$ cat src/logic/wake_pkg.sv
// Shared constants, commands and states of the sleep and wake controller.
// Assumes one system clock; pins are synchronised before logic reads them, except at the raw stop-wake gate.
package wake_pkg;
	localparam int BYTE_W = 8;
	localparam int NIB_W  = 4;
	localparam int VEC_W  = 3;
	localparam int PIN_W  = 10;

	// Source order shared by pending, release enable, mask and cause bits
	localparam int SRC_DIV0  = 0;
	localparam int SRC_TM0   = 1;
	localparam int SRC_PORTC = 2;
	localparam int SRC_PINA  = 3;
	localparam int SRC_DIV1  = 4;
	localparam int SRC_SER   = 5;
	localparam int SRC_PINB  = 6;
	localparam int SRC_TM1   = 7;

	// Pin vector layout: port C, port D, then the two edge pins
	localparam int PC_LO = 0;
	localparam int PC_HI = 3;
	localparam int PD_LO = 4;
	localparam int PD_HI = 7;
	localparam int PIN_A = 8;
	localparam int PIN_B = 9;

	// Edge hold enable keeps only its bits 2 and 3, stored here as 0 and 1
	localparam int EDGE_W   = 2;
	localparam int EDGE_A   = 0;
	localparam int EDGE_B   = 1;
	localparam int EDGE_OFS = 2;

	localparam logic [BYTE_W-1:0] RST_BYTE = 8'h00;
	localparam logic [NIB_W-1:0]  RST_NIB  = 4'h0;
	localparam logic [EDGE_W-1:0] RST_EDGE = 2'h0;
	localparam logic [PIN_W-1:0]  RST_PINS = 10'h000;
	localparam logic [PIN_W-1:0]  IDLE_PINS = 10'h3ff;
	localparam logic [VEC_W-1:0]  RST_VEC  = 3'h0;
	localparam logic [BYTE_W-1:0] ONE_HOT0 = 8'h01;

	typedef enum logic [4:0] {
		CMD_NOP      = 5'h00,
		CMD_STOP     = 5'h01,
		CMD_HOLD     = 5'h02,
		CMD_WR_SWE   = 5'h03,
		CMD_WR_HRE   = 5'h04,
		CMD_WR_HRED  = 5'h05,
		CMD_WR_IEM   = 5'h06,
		CMD_WR_PCE   = 5'h07,
		CMD_WR_EDGE  = 5'h08,
		CMD_CLR_EVP  = 5'h09,
		CMD_CLR_EVPD = 5'h0a,
		CMD_INT_ON   = 5'h0b,
		CMD_INT_OFF  = 5'h0c,
		CMD_RD_RCL   = 5'h0d,
		CMD_RD_RCH   = 5'h0e,
		CMD_RD_PSC   = 5'h0f,
		CMD_RD_PSD   = 5'h10,
		CMD_ISR_DONE = 5'h11
	} cmd_t;

	typedef enum logic [1:0] {
		MODE_RUN  = 2'b00,
		MODE_STOP = 2'b01,
		MODE_HOLD = 2'b10,
		MODE_ISR  = 2'b11
	} mode_t;
endpackage : wake_pkg

$ cat src/logic/wake_link_if.sv
// Carrier between the controller, the pin synchroniser and the arbiter.
// Assumes all three sit on the same system clock.
`timescale 1ns/1ps
interface wake_link_if;
	import wake_pkg::*;
	logic [PIN_W-1:0]  pinRaw;
	logic [PIN_W-1:0]  rise;
	logic [PIN_W-1:0]  fall;
	logic [BYTE_W-1:0] pending;
	logic              globalEn;
	logic              ack;
	logic              req;
	logic [VEC_W-1:0]  vector;

	modport sync (input pinRaw, output rise, fall);
	modport arb  (input pending, globalEn, ack, output req, vector);
	modport ctrl (output pinRaw, pending, globalEn, ack,
		input rise, fall, req, vector);
endinterface : wake_link_if

$ cat src/logic/pin_edge_sync.sv
// Two-stage synchroniser and edge detector for the wake and change pins.
// Assumes pins are asynchronous to mclk; edges are one-cycle pulses.
`timescale 1ns/1ps
module pin_edge_sync
	import wake_pkg::*;
(
	input wire logic mclk,
	input wire logic reset_n,
	wake_link_if.sync link
);
	typedef struct packed {
		logic [PIN_W-1:0] meta;
		logic [PIN_W-1:0] stable;
		logic [PIN_W-1:0] prev;
	} sync_t;

	sync_t cur;
	sync_t next_cur;

	// Idle-high reset matches pulled-up pins; a pin low at reset gives one fall
	always_comb begin
		next_cur        = cur;
		next_cur.meta   = link.pinRaw;
		next_cur.stable = cur.meta;
		next_cur.prev   = cur.stable;
	end

	always_ff @(posedge mclk or negedge reset_n) begin
		if (!reset_n) begin
			cur <= '{IDLE_PINS, IDLE_PINS, IDLE_PINS};
		end else begin
			cur <= next_cur;
		end
	end

	// Each edge lasts one cycle, so it is counted exactly once
	assign link.rise = cur.stable & ~cur.prev;
	assign link.fall = ~cur.stable & cur.prev;
endmodule : pin_edge_sync

$ cat src/logic/irq_arbiter.sv
// Picks the lowest-numbered enabled pending source and raises a request.
// Assumes the controller clears the taken source and the global enable.
`timescale 1ns/1ps
module irq_arbiter
	import wake_pkg::*;
(
	input wire logic mclk,
	input wire logic reset_n,
	wake_link_if.arb link
);
	typedef struct packed {
		logic             req;
		logic [VEC_W-1:0] vector;
	} arb_t;

	arb_t cur;
	arb_t next_cur;

	function automatic logic [VEC_W-1:0] firstSet(
		input logic [BYTE_W-1:0] bits);
		logic [VEC_W-1:0] idx;
		idx = RST_VEC;
		for (int i = BYTE_W - 1; i >= 0; i--) begin
			if (bits[i]) begin
				idx = VEC_W'(i);
			end
		end
		return idx;
	endfunction : firstSet

	// Drop the request on the acknowledge edge so it cannot be taken twice
	always_comb begin
		next_cur     = cur;
		next_cur.req = (|link.pending) && link.globalEn && !link.ack;
		if (!cur.req || link.ack) begin
			next_cur.vector = firstSet(link.pending);
		end
	end

	always_ff @(posedge mclk or negedge reset_n) begin
		if (!reset_n) begin
			cur <= '{1'b0, RST_VEC};
		end else begin
			cur <= next_cur;
		end
	end

	assign link.req    = cur.req;
	assign link.vector = cur.vector;
endmodule : irq_arbiter

$ cat src/logic/sleep_wake_ctrl.sv
// Stop and hold sleep control with wake, release and interrupt gating.
// Assumes a core that issues commands on mclk and is halted by coreHalt.
`timescale 1ns/1ps
module sleep_wake_ctrl
	import wake_pkg::*;
(
	input  wire logic              mclk,
	input  wire logic              reset_n,
	input  wire logic              cmdValid,
	input  wire logic [4:0]        cmdOp,
	input  wire logic [BYTE_W-1:0] cmdData,
	output      logic [NIB_W-1:0]  readData,
	output      logic              coreHalt,
	input  wire logic              slowMode,
	output      logic              mainOscEnable,
	output      logic              subOscEnable,
	input  wire logic              div0Overflow,
	input  wire logic              timer0Underflow,
	input  wire logic              div1Overflow,
	input  wire logic              serialDone,
	input  wire logic              timer1Underflow,
	input  wire logic [NIB_W-1:0]  wakePortC,
	input  wire logic [NIB_W-1:0]  wakePortD,
	input  wire logic              extIrqPinA,
	input  wire logic              extIrqPinB,
	output      logic              irqReq,
	output      logic [VEC_W-1:0]  irqVector,
	input  wire logic              irqAck
);
	typedef struct packed {
		mode_t             mode;
		logic [BYTE_W-1:0] stopWakeEnable;
		logic [BYTE_W-1:0] holdReleaseEnable;
		logic              holdReleaseEnablePortD;
		logic [BYTE_W-1:0] irqEnableMask;
		logic [BYTE_W-1:0] pinChangeEnable;
		logic [EDGE_W-1:0] extEdgeHoldEnable;
		logic [BYTE_W-1:0] releaseCause;
		logic              releaseCausePortD;
		logic [BYTE_W-1:0] eventPending;
		logic              eventPendingPortD;
		logic [NIB_W-1:0]  pinChangeSourceC;
		logic [NIB_W-1:0]  pinChangeSourceD;
		logic              irqEnable;
		logic [BYTE_W-1:0] stopSnap;
		logic [NIB_W-1:0]  readData;
	} ctrl_t;

	ctrl_t cur;
	ctrl_t next_cur;

	wake_link_if link ();

	pin_edge_sync u_sync (
		.mclk    (mclk),
		.reset_n (reset_n),
		.link    (link.sync)
	);

	irq_arbiter u_arb (
		.mclk    (mclk),
		.reset_n (reset_n),
		.link    (link.arb)
	);

	logic              cmdLive;
	logic              ackLive;
	logic              asyncWake;
	logic              stopWake;
	logic              anyCause;
	logic [NIB_W-1:0]  chgC;
	logic [NIB_W-1:0]  chgD;
	logic              chgPortD;
	logic [BYTE_W-1:0] evSet;
	logic [BYTE_W-1:0] relGate;
	logic [BYTE_W-1:0] causeSet;

	assign link.pinRaw = {extIrqPinB, extIrqPinA, wakePortD, wakePortC};
	assign link.pending = cur.eventPending & cur.irqEnableMask;
	assign link.globalEn = cur.irqEnable;
	assign link.ack = irqAck;

	assign coreHalt = (cur.mode == MODE_STOP) || (cur.mode == MODE_HOLD);
	assign cmdLive  = cmdValid && !coreHalt;
	assign ackLive  = irqAck && link.req && (cur.mode != MODE_STOP);
	assign anyCause = (|cur.releaseCause) || cur.releaseCausePortD;

	// Raw pins against the level caught at entry: works with mclk stopped
	assign asyncWake = (cur.mode == MODE_STOP) &&
		(|(cur.stopWakeEnable & cur.stopSnap &
		~link.pinRaw[PD_HI:PC_LO]));
	assign stopWake = |(cur.stopWakeEnable & link.fall[PD_HI:PC_LO]);

	assign mainOscEnable = (cur.mode != MODE_STOP) || asyncWake;
	assign subOscEnable  = !((cur.mode == MODE_STOP) && slowMode) ||
		asyncWake;

	// Change means either edge on a pin whose change enable is set
	assign chgC = (link.rise[PC_HI:PC_LO] | link.fall[PC_HI:PC_LO]) &
		cur.pinChangeEnable[PC_HI:PC_LO];
	assign chgD = (link.rise[PD_HI:PD_LO] | link.fall[PD_HI:PD_LO]) &
		cur.pinChangeEnable[PD_HI:PD_LO];
	assign chgPortD = |chgD;

	always_comb begin
		evSet            = RST_BYTE;
		evSet[SRC_DIV0]  = div0Overflow;
		evSet[SRC_TM0]   = timer0Underflow;
		evSet[SRC_PORTC] = |chgC;
		evSet[SRC_PINA]  = link.fall[PIN_A];
		evSet[SRC_DIV1]  = div1Overflow;
		evSet[SRC_SER]   = serialDone;
		evSet[SRC_PINB]  = link.fall[PIN_B];
		evSet[SRC_TM1]   = timer1Underflow;
		relGate           = ~RST_BYTE;
		relGate[SRC_PINA] = cur.extEdgeHoldEnable[EDGE_A];
		relGate[SRC_PINB] = cur.extEdgeHoldEnable[EDGE_B];
		causeSet = evSet & cur.holdReleaseEnable & relGate;
	end

	always_comb begin
		logic [BYTE_W-1:0] evClr;
		logic [BYTE_W-1:0] causeClr;
		logic              evDClr;
		logic              causeDClr;
		logic              psrCClr;
		logic              psrDClr;
		evClr     = RST_BYTE;
		causeClr  = RST_BYTE;
		evDClr    = 1'b0;
		causeDClr = 1'b0;
		psrCClr   = 1'b0;
		psrDClr   = 1'b0;
		next_cur  = cur;

		if (cmdLive) begin
			case (cmdOp)
				CMD_WR_SWE: begin
					next_cur.stopWakeEnable = cmdData;
				end
				CMD_WR_HRE: begin
					next_cur.holdReleaseEnable = cmdData;
					causeClr = causeClr | ~cmdData;
				end
				CMD_WR_HRED: begin
					next_cur.holdReleaseEnablePortD = cmdData[0];
					causeDClr = !cmdData[0];
				end
				CMD_WR_IEM: begin
					next_cur.irqEnableMask = cmdData;
					next_cur.irqEnable = 1'b1;
				end
				CMD_WR_PCE: begin
					next_cur.pinChangeEnable = cmdData;
				end
				CMD_WR_EDGE: begin
					next_cur.extEdgeHoldEnable =
						cmdData[EDGE_OFS+EDGE_W-1:EDGE_OFS];
				end
				CMD_CLR_EVP: begin
					evClr    = cmdData;
					causeClr = causeClr | cmdData;
					psrCClr  = cmdData[SRC_PORTC];
				end
				CMD_CLR_EVPD: begin
					evDClr    = 1'b1;
					causeDClr = 1'b1;
					psrDClr   = 1'b1;
				end
				CMD_INT_ON: begin
					next_cur.irqEnable = 1'b1;
				end
				CMD_INT_OFF: begin
					next_cur.irqEnable = 1'b0;
				end
				CMD_RD_RCL: begin
					next_cur.readData = cur.releaseCause[NIB_W-1:0];
				end
				CMD_RD_RCH: begin
					next_cur.readData =
						cur.releaseCause[BYTE_W-1:NIB_W];
				end
				CMD_RD_PSC: begin
					next_cur.readData = cur.pinChangeSourceC;
				end
				CMD_RD_PSD: begin
					next_cur.readData = cur.pinChangeSourceD;
				end
				default: begin
				end
			endcase
		end

		// A take clears only its own source and shuts the global enable
		if (ackLive) begin
			evClr = evClr | (ONE_HOT0 << link.vector);
			next_cur.irqEnable = 1'b0;
		end

		// Set wins over clear in every flag
		next_cur.eventPending = (cur.eventPending & ~evClr) | evSet;
		next_cur.eventPendingPortD =
			(cur.eventPendingPortD && !evDClr) || chgPortD;
		next_cur.releaseCause =
			(cur.releaseCause & ~causeClr) | causeSet;
		next_cur.releaseCausePortD = (cur.releaseCausePortD && !causeDClr) ||
			(chgPortD && cur.holdReleaseEnablePortD);
		next_cur.pinChangeSourceC =
			(cur.pinChangeSourceC & ~{NIB_W{psrCClr}}) | chgC;
		next_cur.pinChangeSourceD =
			(cur.pinChangeSourceD & ~{NIB_W{psrDClr}}) | chgD;

		unique case (cur.mode)
			MODE_RUN: begin
				if (cmdLive && cmdOp == CMD_STOP) begin
					next_cur.mode = MODE_STOP;
					next_cur.stopSnap = link.pinRaw[PD_HI:PC_LO];
				end else if (cmdLive && cmdOp == CMD_HOLD) begin
					next_cur.mode = MODE_HOLD;
				end
			end
			MODE_STOP: begin
				if (stopWake) begin
					next_cur.mode = MODE_RUN;
				end
			end
			MODE_HOLD: begin
				if (anyCause) begin
					next_cur.mode = MODE_RUN;
				end else if (ackLive) begin
					next_cur.mode = MODE_ISR;
				end
			end
			MODE_ISR: begin
				if (cmdLive && cmdOp == CMD_ISR_DONE) begin
					next_cur.mode = MODE_HOLD;
				end
			end
		endcase
	end

	always_ff @(posedge mclk or negedge reset_n) begin
		if (!reset_n) begin
			cur <= '{MODE_RUN, RST_BYTE, RST_BYTE, 1'b0, RST_BYTE,
				RST_BYTE, RST_EDGE, RST_BYTE, 1'b0, RST_BYTE, 1'b0,
				RST_NIB, RST_NIB, 1'b0, RST_BYTE, RST_NIB};
		end else begin
			cur <= next_cur;
		end
	end

	assign readData  = cur.readData;
	assign irqReq    = link.req;
	assign irqVector = link.vector;
endmodule : sleep_wake_ctrl

$ cat config.mk
export PLATFORM = sky130hd
export DESIGN_NAME = sleep_wake_ctrl
export DESIGN_NICKNAME = d
export VERILOG_FILES = /design/src/logic/wake_pkg.sv /design/src/logic/wake_link_if.sv /design/src/logic/pin_edge_sync.sv /design/src/logic/irq_arbiter.sv /design/src/logic/sleep_wake_ctrl.sv
export SDC_FILE = /design/constraint.sdc
export NUM_CORES = 1
export LEC_CHECK = 0
export BUFFER_PORTS_ARGS = -buffer_cell sky130_fd_sc_hd__buf_2
export CAP_MARGIN = 30
export CORE_UTILIZATION = 45
export DETAILED_ROUTE_END_ITERATION = 6
export PLACE_DENSITY_LB_ADDON = 0.08
export SYNTH_ARGS = -nofsm -noshare
export SYNTH_HDL_FRONTEND = slang
export SYNTH_HIERARCHICAL = 1
export SYNTH_SLANG_ARGS = --single-unit
$ cat constraint.sdc
create_clock -name mclk -period 4.8 [get_ports mclk]
set_input_delay 0.96 -clock mclk [delete_from_list [all_inputs] [get_ports mclk]]
set_output_delay 0.96 -clock mclk [all_outputs]
set_load 0.005 [all_outputs]
==> impl_metrics.tcl <==
set metrics [dict create \
    status "finished with violations" \
    violations "DRC" \
    critPathMaxFanout 4 \
    vdd_drop_max_uv 303.3 \
    worst_slew_pin_slew_ns 0.6781 \
    clock_sinks 109 \
    start_kind "register" \
    synth_nets 419 \
    clkLatencyLatePin_ns 0.39 \
    diodes 0 \
    coreArea_sq_mm 0.01028 \
    synth_area_sq_mm 0.004756 \
    grt_pass1_wl_um 16510 \
    io_buffers 43 \
    dr.max_layer_used "met4" \
    cts-hold-fix-buffers 0 \
    clockRootBuffer "clkbuf_8" \
    cap_violations 0 \
    rows 37 \
    synth_cells 381 \
    pwr-share-clk_pct 24.1 \
    hold_viol_final 0 \
    wl_met1_um 4765 \
    ctsHtreeMaxLevel 3 \
    intPower_mw 1.685 \
    cts-resized-gates 0 \
    route.final.wire_length_um 9950 \
    remaining_drc_errors 2 \
    cts_buffers 9 \
    dp_slack_ns 1.934 \
    skew_ns 0.01237 \
    hpwlAfterDp_um 7359 \
    die_area_sq_mm 0.01098 \
    syn_avg_cell_area_sq_um 12.48 \
    clockBufferDepth 2 \
    gp_congestion 0.8165 \
    p_per_area_mw_per_mm2 452.5 \
    cp-end-kind "output pin" \
    die_h_um 104.8 \
    ant_nets 0 \
    setup_ws_ns 1.696 \
    total_power_mw 2.401 \
    drt_first_pass_iters 6 \
    nets 466 \
    cp_data_arrival_time_ns 2.14 \
    switchingPower_mw 0.7168 \
    rsz0062_at_grt "false" \
    fin_cells 569 \
    initial_core_util_pct 46.27 \
    post_cts_buffers 0 \
    required_ns 3.84 \
    routed-via-count 3041 \
    fin_crit_ns 3.104 \
    ys_warn_count 6 \
    viasPerCell 5.344 \
    path_class "register to output pin" \
    period_share_pct 64.67 \
    dp_cells 553 \
    leakagePower_nw 2.374 \
    slew_violations 0 \
    final.setup.tns_ns 0 \
    drive_above_1_share_pct 38.34 \
    areaGrowthSynthToFinish_pct 11.60 \
    num_io_pins 44 \
    grt_overflow_total 0 \
    nFillCells 961 \
    fmax_ghz 0.3222 \
    hold_path.class "register to register" \
    relSlewSlack_pct 54.79 \
    wl_per_cell_um 17.49 \
    p_seq_share_pct 53.7 \
    grt_start_max_net_pins 56 \
    cts.clk_slew.worst_paths_ns 0.10 \
    dr_wl_met3_um 472 \
    sw_frac_of_total_pct 29.85 \
    first_iter_violations 135 \
    antenna_found_initial 0 \
    track_usage_pct 20.16 \
    wl_met2_um 4520 \
    setup_violations 0 \
    p_comb_share_pct 22.2 \
    grt_pass1_vias 3109 \
    cts_tree "built" \
    die_w_um 104.8 \
]
-- power groups by stage --
stage          Clock, mW  Sequential, mW  Combinational [mW]
3_3_place_gp           0            1.30               0.525
2_1_floorplan          0            1.25               0.412
4_1_cts            0.598            1.29               0.541
5_1_grt            0.634            1.32               0.602
3_5_place_dp           0            1.31               0.537
6_report           0.578            1.29               0.534
-- cell usage in the layout (no fill, tap or decap), drive strengths merged, types with 2 or more instances in the layout --
| cell | count |
|---|---|
| ha | 5 |
| mux2 | 48 |
| inv | 9 |
| clkinv | 2 |
| a221o | 5 |
| a21oi | 4 |
| o22ai | 2 |
| clkbuf | 10 |
| nor2b | 5 |
| a31o | 8 |
| nor2 | 17 |
| buf | 45 |
| o211ai | 9 |
| a31oi | 2 |
| dfrtp | 79 |
| nand2b | 6 |
| nand2 | 62 |
| dfstp | 30 |
| mux2i | 8 |
| and2 | 8 |
| nand4 | 4 |
| a221oi | 2 |
| nor3 | 3 |
| nand3 | 8 |
| and2b | 19 |
| nand3b | 3 |
| o31ai | 2 |
| and3 | 3 |
| nor4 | 7 |
| o21ai | 10 |
-- flip-flops by register name (all words and copies together), names as in the netlist --
register           count
u_sync/cur            30
cur                   70
u_arb/link.vector      3
u_arb/link.req         1
readData               4
link.globalEn          1
-- cell type report --
| cell class | count | area (sq um) | area share [%] |
|---|---|---|---|
| Sequential cell | 109 | 2765 | 52.10 |
| Tap cell | 136 | 170.2 | 3.206 |
| Timing Repair Buffer | 45 | 232.7 | 4.385 |
| Clock inverter | 6 | 68.82 | 1.297 |
| Clock buffer | 10 | 137.6 | 2.593 |
| Inverter | 6 | 22.52 | 0.4243 |
| Multi-Input combinational cell | 257 | 1911 | 36.00 |
-- per-layer routing --
metal,vias up,track usage (%)
li1,1434,-
met1,1520,27.56
met2,71,30.79
met3,16,6.301
met4,0,6.036
met5,-,0
-- final timing paths --
kind	cells past startpoint	from	slack, ns	to
min in group asynchronous	1	reset_n	0.60	cur[75]
max reg2reg	6	cur[74]	2.44	cur[45]
max in group asynchronous	2	reset_n	3.30	u_sync/cur[9]
min reg2reg	0	u_sync/cur[23]	0.36	u_sync/cur[13]
max	6	cur[75]	1.70	subOscEnable
min	0	u_sync/cur[23]	0.36	u_sync/cur[13]
-- critical path, stage by stage (launching register included) --
cell     delay, ns
dfrtp_1       0.41
inv_1         0.13
ha_1          0.32
o21ai_0       0.16
nor4_1        0.45
nand4_1       0.14
buf_2         0.14
-- stage by stage --
stage	util [%]	hold slack, ns	area, sq um
floorplan	-	0.3452	4756
global placement	49.63	0.3454	5101
detailed placement	49.63	0.3468	5101
CTS	51.64	0.3617	5308
global route	51.64	0.3648	5308
finish	51.64	0.3604	5308
Power figures use the tool's default switching activity.
